==> config.mk <==
export PLATFORM = sky130hd
export DESIGN_NAME = four_channel_counter_timer
export DESIGN_NICKNAME = d
export VERILOG_FILES = /design/src/cnt_timer_pkg.sv /design/src/four_channel_counter_timer.sv
export SDC_FILE = /design/constraint.sdc
export NUM_CORES = 1
export LEC_CHECK = 0
export ABC_AREA = 1
export BUFFER_PORTS_ARGS = -buffer_cell sky130_fd_sc_hd__buf_2
export CAP_MARGIN = 25
export CORE_MARGIN = 2
export CORE_UTILIZATION = 45
export DETAILED_ROUTE_END_ITERATION = 16
export HOLD_SLACK_MARGIN = 0.15
export MAX_ROUTING_LAYER = met4
export PLACE_DENSITY_LB_ADDON = 0.12
export SYNTH_ARGS = -nofsm -noshare
export SYNTH_HDL_FRONTEND = slang
export SYNTH_SLANG_ARGS = --single-unit
==> constraint.sdc <==
create_clock -name clk_sys -period 1.93 [get_ports clk_sys]
set_input_delay 0.2895 -clock clk_sys [delete_from_list [all_inputs] [get_ports clk_sys]]
set_output_delay 0.2895 -clock clk_sys [all_outputs]
set_load 0.01 [all_outputs]
==> src/cnt_timer_pkg.sv <==
// Shared constants and types for the four-channel counter/timer
package cnt_timer_pkg;
  localparam int NUM_CH = 4;
  localparam int NUM_ZC = 3;
  // Mode word bit positions
  localparam int BIT_IE = 7;
  localparam int BIT_CTR = 6;
  localparam int BIT_P256 = 5;
  localparam int BIT_RISE = 4;
  localparam int BIT_TRIG = 3;
  localparam int BIT_TCF = 2;
  localparam int BIT_SRST = 1;
  localparam int BIT_CTL = 0;
  // Vector layout: base in [7:3], channel code in [2:1]
  localparam int VEC_BASE_LSB = 3;
  // Prescaler reload values for divide by 16 and by 256
  localparam logic [7:0] PRESC_16 = 8'h0f;
  localparam logic [7:0] PRESC_256 = 8'hff;
  // Delay count loaded on reload write; an auto-start channel then sits three cycles in ST_ARMED
  localparam logic [1:0] START_DLY = 2'h2;
  localparam logic [7:0] MODE_RST = 8'h00;
  localparam logic [4:0] VEC_RST = 5'h00;

  typedef enum logic [1:0] {
    ST_STOP = 2'b00,
    ST_WAIT = 2'b01,
    ST_ARMED = 2'b11,
    ST_RUN = 2'b10
  } ch_state_t;

  typedef struct packed {
    logic [7:0] mode;
    logic [7:0] reload;
    logic [7:0] count;
    logic [7:0] presc;
    logic [1:0] dly;
    logic tcExp;
    logic pend;
    ch_state_t state;
  } chan_t;

  typedef struct packed {
    logic ceN;
    logic iorqN;
    logic rdN;
    logic m1N;
    logic [1:0] sel;
  } bus_in_t;

  localparam chan_t CHAN_RST = '{MODE_RST, 8'h00, 8'h00, 8'h00, 2'h0, 1'b0, 1'b0, ST_STOP};
endpackage : cnt_timer_pkg

==> src/four_channel_counter_timer.sv <==
// Four-channel counter/timer with CPU I/O port and vectored interrupt
// Operation
// - Reset plus reload-follows halts until reload
// - Bit 7 enables zero-count interrupt anytime
// - Bit 6 picks timer or edge counter
// - Bit 5 picks prescale 16 or 256
// - Bit 4 picks rising or falling edge
// - Slope change without software reset acts as an active edge
// - Auto trigger starts after fixed delay
// - Timer reloads at zero without gap
// - External trigger starts timer one clock later
// - Bit 2 means next word is reload
// - No run until reload value loaded
// - Bit 1 software-resets the channel
// - Bit 0 set marks a mode word
// - Reload zero means count 256
// - Timer period is clock times prescale times reload
// - Channel 0 bit0 clear stores vector base
// - Vector bits 2:1 carry channel number
// - Counter mode decrements on active edge
// - Channels 0-2 pulse at zero count
// - New reload applies after current count ends
module four_channel_counter_timer
  import cnt_timer_pkg::*;
(
  // Clock and reset
  input wire logic clk_sys,
  input wire logic rst_n,
  // CPU I/O bus
  input wire bus_in_t busIn,
  input wire logic [7:0] dataIn,
  output logic [7:0] dataOut,
  output logic dataOe,
  // Interrupt request, open drain, plus priority chain
  output logic irqOut,
  output logic irqOe,
  input wire logic priorityChainIn,
  output logic priorityChainOut,
  // Channel pins
  input wire logic [NUM_CH-1:0] extEdgeInput,
  output logic [NUM_ZC-1:0] zeroCountPulse
);

  function automatic logic [1:0] lowestPend(input logic [NUM_CH-1:0] p);
    logic [1:0] w;
    w = 2'h0;
    for (int k = NUM_CH - 1; k >= 0; k--)
    begin
      if (p[k])
      begin
        w = 2'(k);
      end
    end
    return w;
  endfunction : lowestPend

  function automatic logic [7:0] prescLoad(input logic [7:0] m);
    return m[BIT_P256] ? PRESC_256 : PRESC_16;
  endfunction : prescLoad

  // Synchronisers: stage 1 feeds stage 2 only
  bus_in_t busS1_reg, busS2_reg;
  logic [7:0] dS1_reg, dS2_reg;
  logic [NUM_CH-1:0] eS1_reg, eS2_reg, ePrev_reg;
  logic chainS1_reg, chainS2_reg;
  logic wrPrev_reg, ackPrev_reg;

  chan_t ch_reg [NUM_CH];
  chan_t ch_next [NUM_CH];
  logic [4:0] base_reg, base_next;
  logic [NUM_ZC-1:0] zc_reg, zc_next;
  logic [7:0] dOut_reg, dOut_next;
  logic dOe_reg, dOe_next;
  logic irqOe_reg, irqOe_next;
  logic chainOut_reg, chainOut_next;

  logic wrLvl, rdLvl, ackLvl, wrStb, ackStb, anyPend;
  logic [NUM_CH-1:0] pendGate, zeroEv, decEv, autoLoad;
  logic [1:0] grant;

  assign wrLvl = !busS2_reg.ceN && !busS2_reg.iorqN && busS2_reg.rdN && busS2_reg.m1N;
  assign rdLvl = !busS2_reg.ceN && !busS2_reg.iorqN && !busS2_reg.rdN && busS2_reg.m1N;
  assign ackLvl = !busS2_reg.iorqN && !busS2_reg.m1N;
  assign wrStb = wrLvl && !wrPrev_reg;
  assign ackStb = ackLvl && !ackPrev_reg;

  always_comb
  begin
    for (int i = 0; i < NUM_CH; i++)
    begin
      pendGate[i] = ch_reg[i].pend && ch_reg[i].mode[BIT_IE];
    end
  end

  assign anyPend = |pendGate;
  assign grant = lowestPend(pendGate);

  always_comb
  begin
    chan_t c;
    logic act, slopeEdge, dec, hit;
    c = CHAN_RST;
    act = 1'b0;
    slopeEdge = 1'b0;
    dec = 1'b0;
    hit = 1'b0;
    base_next = base_reg;
    zc_next = '0;
    zeroEv = '0;
    decEv = '0;
    autoLoad = '0;
    for (int i = 0; i < NUM_CH; i++)
    begin
      c = ch_reg[i];
      hit = wrStb && (busS2_reg.sel == 2'(i));
      // A mode write without software reset that flips the slope counts as one active edge
      slopeEdge = hit && !c.tcExp && dS2_reg[BIT_CTL] && !dS2_reg[BIT_SRST]
                  && (dS2_reg[BIT_RISE] != c.mode[BIT_RISE]);
      act = (c.mode[BIT_RISE] ? (eS2_reg[i] && !ePrev_reg[i])
                              : (!eS2_reg[i] && ePrev_reg[i])) || slopeEdge;
      dec = 1'b0;
      if (ackStb && anyPend && grant == 2'(i))
      begin
        c.pend = 1'b0;
      end
      case (c.state)
        ST_ARMED:
        begin
          if (c.mode[BIT_TRIG])
          begin
            if (act)
            begin
              c.state = ST_RUN;
            end
          end
          else if (c.dly != 2'h0)
          begin
            c.dly = c.dly - 2'h1;
          end
          else
          begin
            c.state = ST_RUN;
          end
        end
        ST_RUN:
        begin
          if (c.mode[BIT_CTR])
          begin
            dec = act;
          end
          else if (c.presc == 8'h00)
          begin
            dec = 1'b1;
            c.presc = prescLoad(c.mode);
          end
          else
          begin
            c.presc = c.presc - 8'h01;
          end
        end
        ST_STOP, ST_WAIT:
        begin
          c.presc = c.presc;
        end
        default:
        begin
          c.state = ST_STOP;
        end
      endcase
      if (dec)
      begin
        decEv[i] = 1'b1;
        // Count 0 stands for 256, so zero is reached from 1
        if (c.count == 8'h01)
        begin
          zeroEv[i] = 1'b1;
          c.count = c.reload;
          if (c.mode[BIT_IE])
          begin
            c.pend = 1'b1;
          end
        end
        else
        begin
          c.count = c.count - 8'h01;
        end
      end
      if (hit)
      begin
        if (c.tcExp)
        begin
          c.reload = dS2_reg;
          c.tcExp = 1'b0;
          // A running channel picks this up at its next zero
          if (c.state == ST_STOP || c.state == ST_WAIT)
          begin
            c.count = dS2_reg;
            c.presc = prescLoad(c.mode);
            c.dly = START_DLY;
            c.state = c.mode[BIT_CTR] ? ST_RUN : ST_ARMED;
            autoLoad[i] = !c.mode[BIT_CTR] && !c.mode[BIT_TRIG];
          end
        end
        else if (dS2_reg[BIT_CTL])
        begin
          c.mode = dS2_reg;
          c.tcExp = dS2_reg[BIT_TCF];
          if (dS2_reg[BIT_SRST])
          begin
            c.state = dS2_reg[BIT_TCF] ? ST_WAIT : ST_STOP;
          end
        end
        else if (i == 0)
        begin
          base_next = dS2_reg[7:VEC_BASE_LSB];
        end
      end
      ch_next[i] = c;
    end
    // Channel 3 has no pulse pin, so its zero event only drives the interrupt
    zc_next = zeroEv[NUM_ZC-1:0];
  end

  always_comb
  begin
    dOut_next = dOut_reg;
    dOe_next = 1'b0;
    if (ackStb && anyPend && chainS2_reg)
    begin
      dOut_next = {base_reg, grant, 1'b0};
      dOe_next = 1'b1;
    end
    else if (ackLvl)
    begin
      dOe_next = dOe_reg;
    end
    else if (rdLvl)
    begin
      dOut_next = ch_reg[busS2_reg.sel].count;
      dOe_next = 1'b1;
    end
    irqOe_next = anyPend && chainS2_reg;
    // Lower devices are held off while any channel is pending
    chainOut_next = chainS2_reg && !anyPend;
  end

  always_ff @(posedge clk_sys or negedge rst_n)
  begin
    if (!rst_n)
    begin
      busS1_reg <= '1;
      busS2_reg <= '1;
      dS1_reg <= 8'h00;
      dS2_reg <= 8'h00;
      eS1_reg <= '0;
      eS2_reg <= '0;
      ePrev_reg <= '0;
      chainS1_reg <= 1'b0;
      chainS2_reg <= 1'b0;
      wrPrev_reg <= 1'b0;
      ackPrev_reg <= 1'b0;
      for (int i = 0; i < NUM_CH; i++)
      begin
        ch_reg[i] <= CHAN_RST;
      end
      base_reg <= VEC_RST;
      zc_reg <= '0;
      dOut_reg <= 8'h00;
      dOe_reg <= 1'b0;
      irqOe_reg <= 1'b0;
      chainOut_reg <= 1'b0;
    end
    else
    begin
      busS1_reg <= busIn;
      busS2_reg <= busS1_reg;
      dS1_reg <= dataIn;
      dS2_reg <= dS1_reg;
      eS1_reg <= extEdgeInput;
      eS2_reg <= eS1_reg;
      ePrev_reg <= eS2_reg;
      chainS1_reg <= priorityChainIn;
      chainS2_reg <= chainS1_reg;
      wrPrev_reg <= wrLvl;
      ackPrev_reg <= ackLvl;
      for (int i = 0; i < NUM_CH; i++)
      begin
        ch_reg[i] <= ch_next[i];
      end
      base_reg <= base_next;
      zc_reg <= zc_next;
      dOut_reg <= dOut_next;
      dOe_reg <= dOe_next;
      irqOe_reg <= irqOe_next;
      chainOut_reg <= chainOut_next;
    end
  end

  assign dataOut = dOut_reg;
  assign dataOe = dOe_reg;
  assign irqOut = 1'b0;
  assign irqOe = irqOe_reg;
  assign priorityChainOut = chainOut_reg;
  assign zeroCountPulse = zc_reg;

  logic srstTcf0, tcfOnly0, ctrEdge0;
  assign srstTcf0 = wrStb && busS2_reg.sel == 2'h0 && !ch_reg[0].tcExp
                    && dS2_reg[BIT_CTL] && dS2_reg[BIT_SRST] && dS2_reg[BIT_TCF];
  assign tcfOnly0 = wrStb && busS2_reg.sel == 2'h0 && !ch_reg[0].tcExp
                    && dS2_reg[BIT_CTL] && dS2_reg[BIT_TCF];
  assign ctrEdge0 = decEv[0] && ch_reg[0].mode[BIT_CTR] && ch_reg[0].count > 8'h01;
endmodule : four_channel_counter_timer

==> impl_metrics.json, run 1 <==
{
  "status": "complete, no violations",
  "cap_violations": 0,
  "crit_path_max_incr_delay_ps": 540,
  "synth_nets": 1321,
  "rr_worst_depth": 12,
  "relSlewSlack": 0.629,
  "vias": 8908,
  "grt_pass1_vias": 8349,
  "synth_top_area_share": 0.463,
  "vdd_ir_drop_max_mv": 0.674,
  "dieArea_um2": 24200,
  "grt_pass1_wl_um": 42800,
  "period_needed_ps": 1860,
  "critPathKind": "register to register",
  "synth_top_cell_by_area": "dfrtp_1",
  "cp.required_ps": 2340,
  "synth_edf_count": 0,
  "place_area_um2": 11300,
  "grt-ovfl-total": 0,
  "worst_pin_slew_ps": 556,
  "die_height_um": 156,
  "cts_sinks": 203,
  "numCtsBuffers": 24,
  "clockRootBuffer": "clkbuf_16",
  "clock.fmax_mhz": 539,
  "cts_max_path_buffers": 3,
  "p_leak_nw": 6.30,
  "routed_wl_um": 26700,
  "synth-seq-area-share": 0.493,
  "setup_violations": 0,
  "num_antenna_cells": 0,
  "final.period_utilization": 0.962,
  "drc": 0,
  "fin_util": 0.558,
  "ys.flop_type": "dfrtp_1",
  "rsz0062_at_grt": "yes",
  "globalRouteMet1Util": 0.297,
  "end_kind": "register",
  "finalHoldViolCount": 0,
  "cts_tree": "done",
  "drive_gt1_frac": 0.182,
  "syn_inst": 1288,
  "yosys-top-cells-area": "dfrtp_1 (46%), nand2_1 (12%), o21ai_0 (6.2%)",
  "cellPowerDensity_nw_per_um2": 1200,
  "hold_class": "primary input to async pin",
  "start_util": 0.458,
  "nets": 1459,
  "num_rows": 55,
  "use_met2": 0.379,
  "largest_reg_flops": 140,
  "critPathSlowestCell": "dfstp_2",
  "rr_startpoint": "busS2_reg[2]",
  "viasPerCell": 5.16,
  "synthXorXnorAreaFrac": 0.00932,
  "grt_max_degree": 53,
  "synth_cell_types": 47,
  "finalMaxSlewViolations": 0,
  "path_cells": "nand2_2, inv_2, nand3_4, nor2_4, buf_6, nand4_4, nand3_4, nand2_8, nand2_2, nand2_1, nor2_1, nor2_1",
  "finClkSkew_ps": 16.9,
  "io_pins": 36,
  "die_width_um": 156,
  "synthSimpleGateAreaFrac": 0.276,
  "gp_congestion": 0.959,
  "critPathLaunchType": "register",
  "first_pass_iters": 7,
  "track_usage": 0.228,
  "path_clk_slew_ps": 60,
  "io_buffers": 34,
  "grtUsageMet3": 0.0294,
  "top_usage_layer": "met2",
  "synth_fa_ha_area_frac": 0.0145,
  "crit_path_start": "busS2_reg[2]",
  "cts_max_level": 1,
  "synth_area_per_cell_um2": 8.02,
  "rr_endpoint": "ch_reg[130]",
  "synth.ff_latch_count": 203,
  "insertion_delay_ps": 520,
  "muxShareOfSynthArea": 0.00484,
  "area_growth_syn_to_layout_pct": 22.0,
  "ff2ff_setup_slack_ps": 70,
  "drtIter0Drc": 661,
  "design_area_um2": 12600,
  "synth.most_common_cell": "nand2_1",
  "dp_hpwl_um": 18700,
  "synthTopCellsByCount": "nand2_1 (323), dfrtp_1 (191), inv_1 (168)",
  "worstPathMaxFanout": 9,
  "antenna_found_initial": 0,
  "wl_per_cell_um": 15.5,
  "nFillCells": 2091,
  "async_reset_ff_frac": 1.00,
  "core_um2": 22600,
  "crit_arrival_ps": 2260,
  "antenna_left": 0,
  "netlist_area_um2": 10300,
  "synth_top_family_by_area": "simple AND/OR/NAND/NOR gates",
  "yosys_warnings": 0,
  "synth-compound-area-share": 0.118,
  "power_mw": 15.1
}
## how the worst max path moves through the flow
stage | cells after the start | to | slack (ps)
after floorplan | 13 | ch_reg[20] | 120
after detailed placement | 13 | ch_reg[18] | 9
after global routing | 12 | ch_reg[126] | -50
final | 12 | ch_reg[130] | 70
after global placement | 12 | ch_reg[93] | 60
after CTS | 13 | ch_reg[21] | 10
## cells by family (layout without fill, tap and decap cells)
logic type      after synthesis  in the layout
xor+xnor                     11             11
other cells                   1              1
fa+ha+maj                    12             12
buf+inv                     212            366
flops                       203            203
compound gates              216            216
simple gates                628            629
mux                           5              5
## cell type report
cell class,count,area [um2],area share
tap,285,357,0.0283
clock inverter,4,20.0,0.00159
multi-input combinational,874,4590,0.364
clock buffer,39,728,0.0578
sequential,203,5090,0.404
inverter,184,702,0.0557
timing repair buffer,139,1110,0.0882
## placed cells by master (no fill, tap or decap), drive strengths merged
| cell type | synthesis | routed |
|---|---|---|
| a21boi | 2 | 2 |
| a21oi | 28 | 28 |
| a22oi | 7 | 7 |
| a31o | 1 | 1 |
| a31oi | 7 | 7 |
| a41oi | 3 | 3 |
| buf | 17 | 119 |
| clkbuf | 11 | 39 |
| clkinv | 1 | 5 |
| clkinvlp | 0 | 1 |
| conb | 1 | 1 |
| dfrtp | 191 | 191 |
| dfstp | 12 | 12 |
| dlygate4sd3 | 0 | 20 |
| ha | 12 | 12 |
| inv | 183 | 182 |
| mux2i | 5 | 5 |
| nand2 | 336 | 337 |
| nand3 | 105 | 105 |
| nand3b | 4 | 4 |
| nand4 | 27 | 27 |
| nor2 | 137 | 137 |
| nor3 | 14 | 14 |
| nor4 | 2 | 2 |
| o211ai | 16 | 16 |
| o21a | 1 | 1 |
| o21ai | 132 | 132 |
| o21bai | 1 | 1 |
| o221ai | 6 | 6 |
| o22ai | 11 | 11 |
| o31ai | 1 | 1 |
| or2 | 3 | 3 |
| xnor2 | 1 | 1 |
| xor2 | 10 | 10 |
## through the flow
stage | setup WS, ps | std cells | hold slack (ps) | setup TNS (ps)
finish | 73.6 | 1728 | 289 | 0
global route | -54.4 | 1728 | 313 | -501
CTS | 10.0 | 1716 | 295 | 0
detailed placement | 9.39 | 1653 | 250 | 0
global placement | 62.6 | 1653 | 251 | 0
floorplan | 124 | 1288 | -6.09 | 0
## metal layers
layer,share of wire,vias up
met5,0,-
met4,0.024,0
met3,0.042,56
met2,0.48,161
met1,0.45,4221
li1,-,4470
## report_power, final
group	leakage [nW]	internal [mW]	switching (mW)
Combinational	3.29	2.10	2.97
Clock	0.370	2.56	1.77
Sequential	2.63	4.99	0.688
Total	6.30	9.65	5.43
## repair_timing
| item | 4_1_cts | 5_1_grt |
|---|---|---|
| resized for setup | 1 | 70 |
| pin swaps | 0 | 20 |
| hold endpoints to repair | 210 | 0 |
| setup buffers | 0 | 10 |
| hold buffers | 20 | 0 |
| cloned | 0 | 2 |
| setup endpoints to repair | 1 | 65 |
## critical path, delay by kind of cell (launching register included)
kind                   cells  cell delay, ps
AND/OR/NAND/NOR           10            1010
flip-flops                 1             540
buffers and inverters      2             190
(Power assumes the default switching activity.)
==> inputs of run 2 (changes only) <==
--- a/config.mk
+++ b/config.mk
@@ -8,8 +8,9 @@
 export ABC_AREA = 1
 export BUFFER_PORTS_ARGS = -buffer_cell sky130_fd_sc_hd__buf_2
 export CAP_MARGIN = 25
-export CORE_MARGIN = 2
+export CORE_MARGIN = 3
 export CORE_UTILIZATION = 45
+export CTS_BUF_LIST = sky130_fd_sc_hd__clkbuf_8 sky130_fd_sc_hd__clkbuf_16
 export DETAILED_ROUTE_END_ITERATION = 16
 export HOLD_SLACK_MARGIN = 0.15
 export MAX_ROUTING_LAYER = met4
==> run 2 against run 1 <==
  * Sequential power about the same
  * Largest cell class unchanged
  * Sequential cell count is the same
  * Hold slack better by 4.8 ps
  * Power grew 5.2%
  * Largest power group unchanged
  * Clock-buffer cell count shrank 8
  * Global-route usage decreased by 0.39 points
==> impl_metrics.json, run 2 (synthesis results as in run 1) <==
{
  "status": "complete, no violations",
  "critPathLaunchType": "register",
  "finalHoldViolCount": 0,
  "place_ws_ps": -70.2,
  "finClkSkew_ps": 9.26,
  "numCtsBuffers": 24,
  "cts_sinks": 203,
  "mostFrequentLayoutCell": "nand2_1",
  "worstPathMaxFanout": 9,
  "multi_input_comb_area_um2": 4550,
  "rr_endpoint": "ch_reg[116]",
  "period_needed_ps": 1850,
  "vdd_ir_drop_max_mv": 1.09,
  "crit_path_max_incr_delay_ps": 550,
  "p_leak_nw": 6.35,
  "nets": 1457,
  "setup_violations": 0,
  "antenna_left": 0,
  "antenna_found_initial": 0,
  "cellPowerDensity_nw_per_um2": 1250,
  "cap_violations": 0,
  "grt_pass1_wl_um": 43200,
  "critPathSlowestCell": "dfstp_2",
  "drive_gt1_frac": 0.178,
  "crit_family": "simple AND/OR/NAND/NOR gates",
  "timing.final.ws_setup_ps": 83.3,
  "rsz0062_at_grt": "yes",
  "hold_class": "primary input to async pin",
  "cts_max_level": 1,
  "path_cells": "nand2_2, inv_2, nand3_4, nor2_4, nand4_2, nand3_4, nand2_4, nor2_2, nand2_1, nand2_1",
  "track_usage": 0.224,
  "crit_arrival_ps": 2300,
  "die_height_um": 158,
  "worstSetupEndpoint": "ch_reg[116]",
  "hold_slack_ps": 294,
  "fin_util": 0.574,
  "wl_per_cell_um": 15.5,
  "ff2ff_setup_slack_ps": 80,
  "drtIter0Drc": 635,
  "num_antenna_cells": 0,
  "fin_setup_tns_ps": 0,
  "layout_common_cells": "nand2_1 (314), dfrtp_1 (191), inv_1 (164), o21ai_0 (126), nor2_1 (113)",
  "area_growth_syn_to_layout_pct": 23.0,
  "final.period_utilization": 0.957,
  "grt_pass1_vias": 8527,
  "dieArea_um2": 24800,
  "viasPerCell": 5.19,
  "rr_startpoint": "busS2_reg[2]",
  "core_um2": 22200,
  "regArea_um2": 5090,
  "crit_path_start": "busS2_reg[2]",
  "worst_pin_slew_ps": 607,
  "io_buffers": 34,
  "num_rows": 54,
  "rr_worst_depth": 10,
  "cp.required_ps": 2380,
  "relSlewSlack": 0.595,
  "vias": 8942,
  "critPathBufInv": 1,
  "finalMaxSlewViolations": 0,
  "clockRootBuffer": "clkbuf_16",
  "cts_tree": "done",
  "grt-ovfl-total": 0,
  "insertion_delay_ps": 520,
  "path_clk_slew_ps": 60,
  "largest_reg_flops": 140,
  "clock.fmax_mhz": 542,
  "cp_num_cells": 10,
  "dp_hpwl_um": 18600,
  "gp_congestion": 0.914,
  "io_pins": 36,
  "die_width_um": 158,
  "grt_max_degree": 47,
  "cts_max_path_buffers": 3,
  "critPathKind": "register to register",
  "routed_wl_um": 26700,
  "drc": 0,
  "start_util": 0.466,
  "first_pass_iters": 5,
  "end_kind": "register",
  "nFillCells": 2054
}
-- run 2: cell types whose count changed in the layout (fill, tap and decap cells not counted), moves of 3 or more --
| cell | delta |
|---|---|
| bufinv_16 | +6 |
| nand3_1 | +6 |
| nand2_2 | -3 |
| nor2_1 | +3 |
| clkbuf_1 | -9 |
| nand2_1 | +3 |
| nand3_2 | -6 |
-- run 2: routing by layer --
metal / vias to the layer above / GRT usage / part of all wire
met5: - / - / 0
met4: 0 / 0.0591 / 0.026
met3: 49 / 0.0280 / 0.043
met2: 180 / 0.368 / 0.48
met1: 4262 / 0.296 / 0.46
li1: 4451 / - / -
-- run 2: worst min-delay path by stage --
stage	from	end	slack, ps	depth (start not counted)
floorplan	rst_n	ackPrev_reg	-6	0
global placement	rst_n	dataOut[5]	280	1
detailed placement	rst_n	dataOut[7]	280	1
CTS	rst_n	dataOut[7]	300	2
global route	rst_n	dataOut[6]	320	2
finish	rst_n	dataOut[7]	290	2
-- run 2: layout make-up --
type | instances | share of cell area
tap | 280 | 0.0276
inverter | 184 | 0.0552
clock buffer | 31 | 0.0557
timing repair buffer | 137 | 0.0858
multi-input combinational | 874 | 0.358
sequential | 203 | 0.401
clock inverter | 13 | 0.0173
-- run 2: power by group --
part           switching (mW)  internal, mW
logic                    2.97          2.06
clock network            1.83          3.38
registers               0.654          4.99
total                    5.45          10.4
-- run 2: stage by stage --
stage	cell area, um2	cells	total power, mW
4_1_cts	12500	1714	15.8
6_report	12700	1722	15.9
5_1_grt	12700	1722	17.0
3_5_place_dp	11300	1647	10.5
2_1_floorplan	10300	1288	8.99
3_3_place_gp	11300	1647	10.4
-- run 2: timing repair --
item,4_1_cts,5_1_grt
buffers inserted,3,7
setup endpoints to repair,13,58
cloned,0,1
hold buffers,20,0
hold endpoints to repair,195,0
pin swaps,2,14
gates resized for setup,6,44
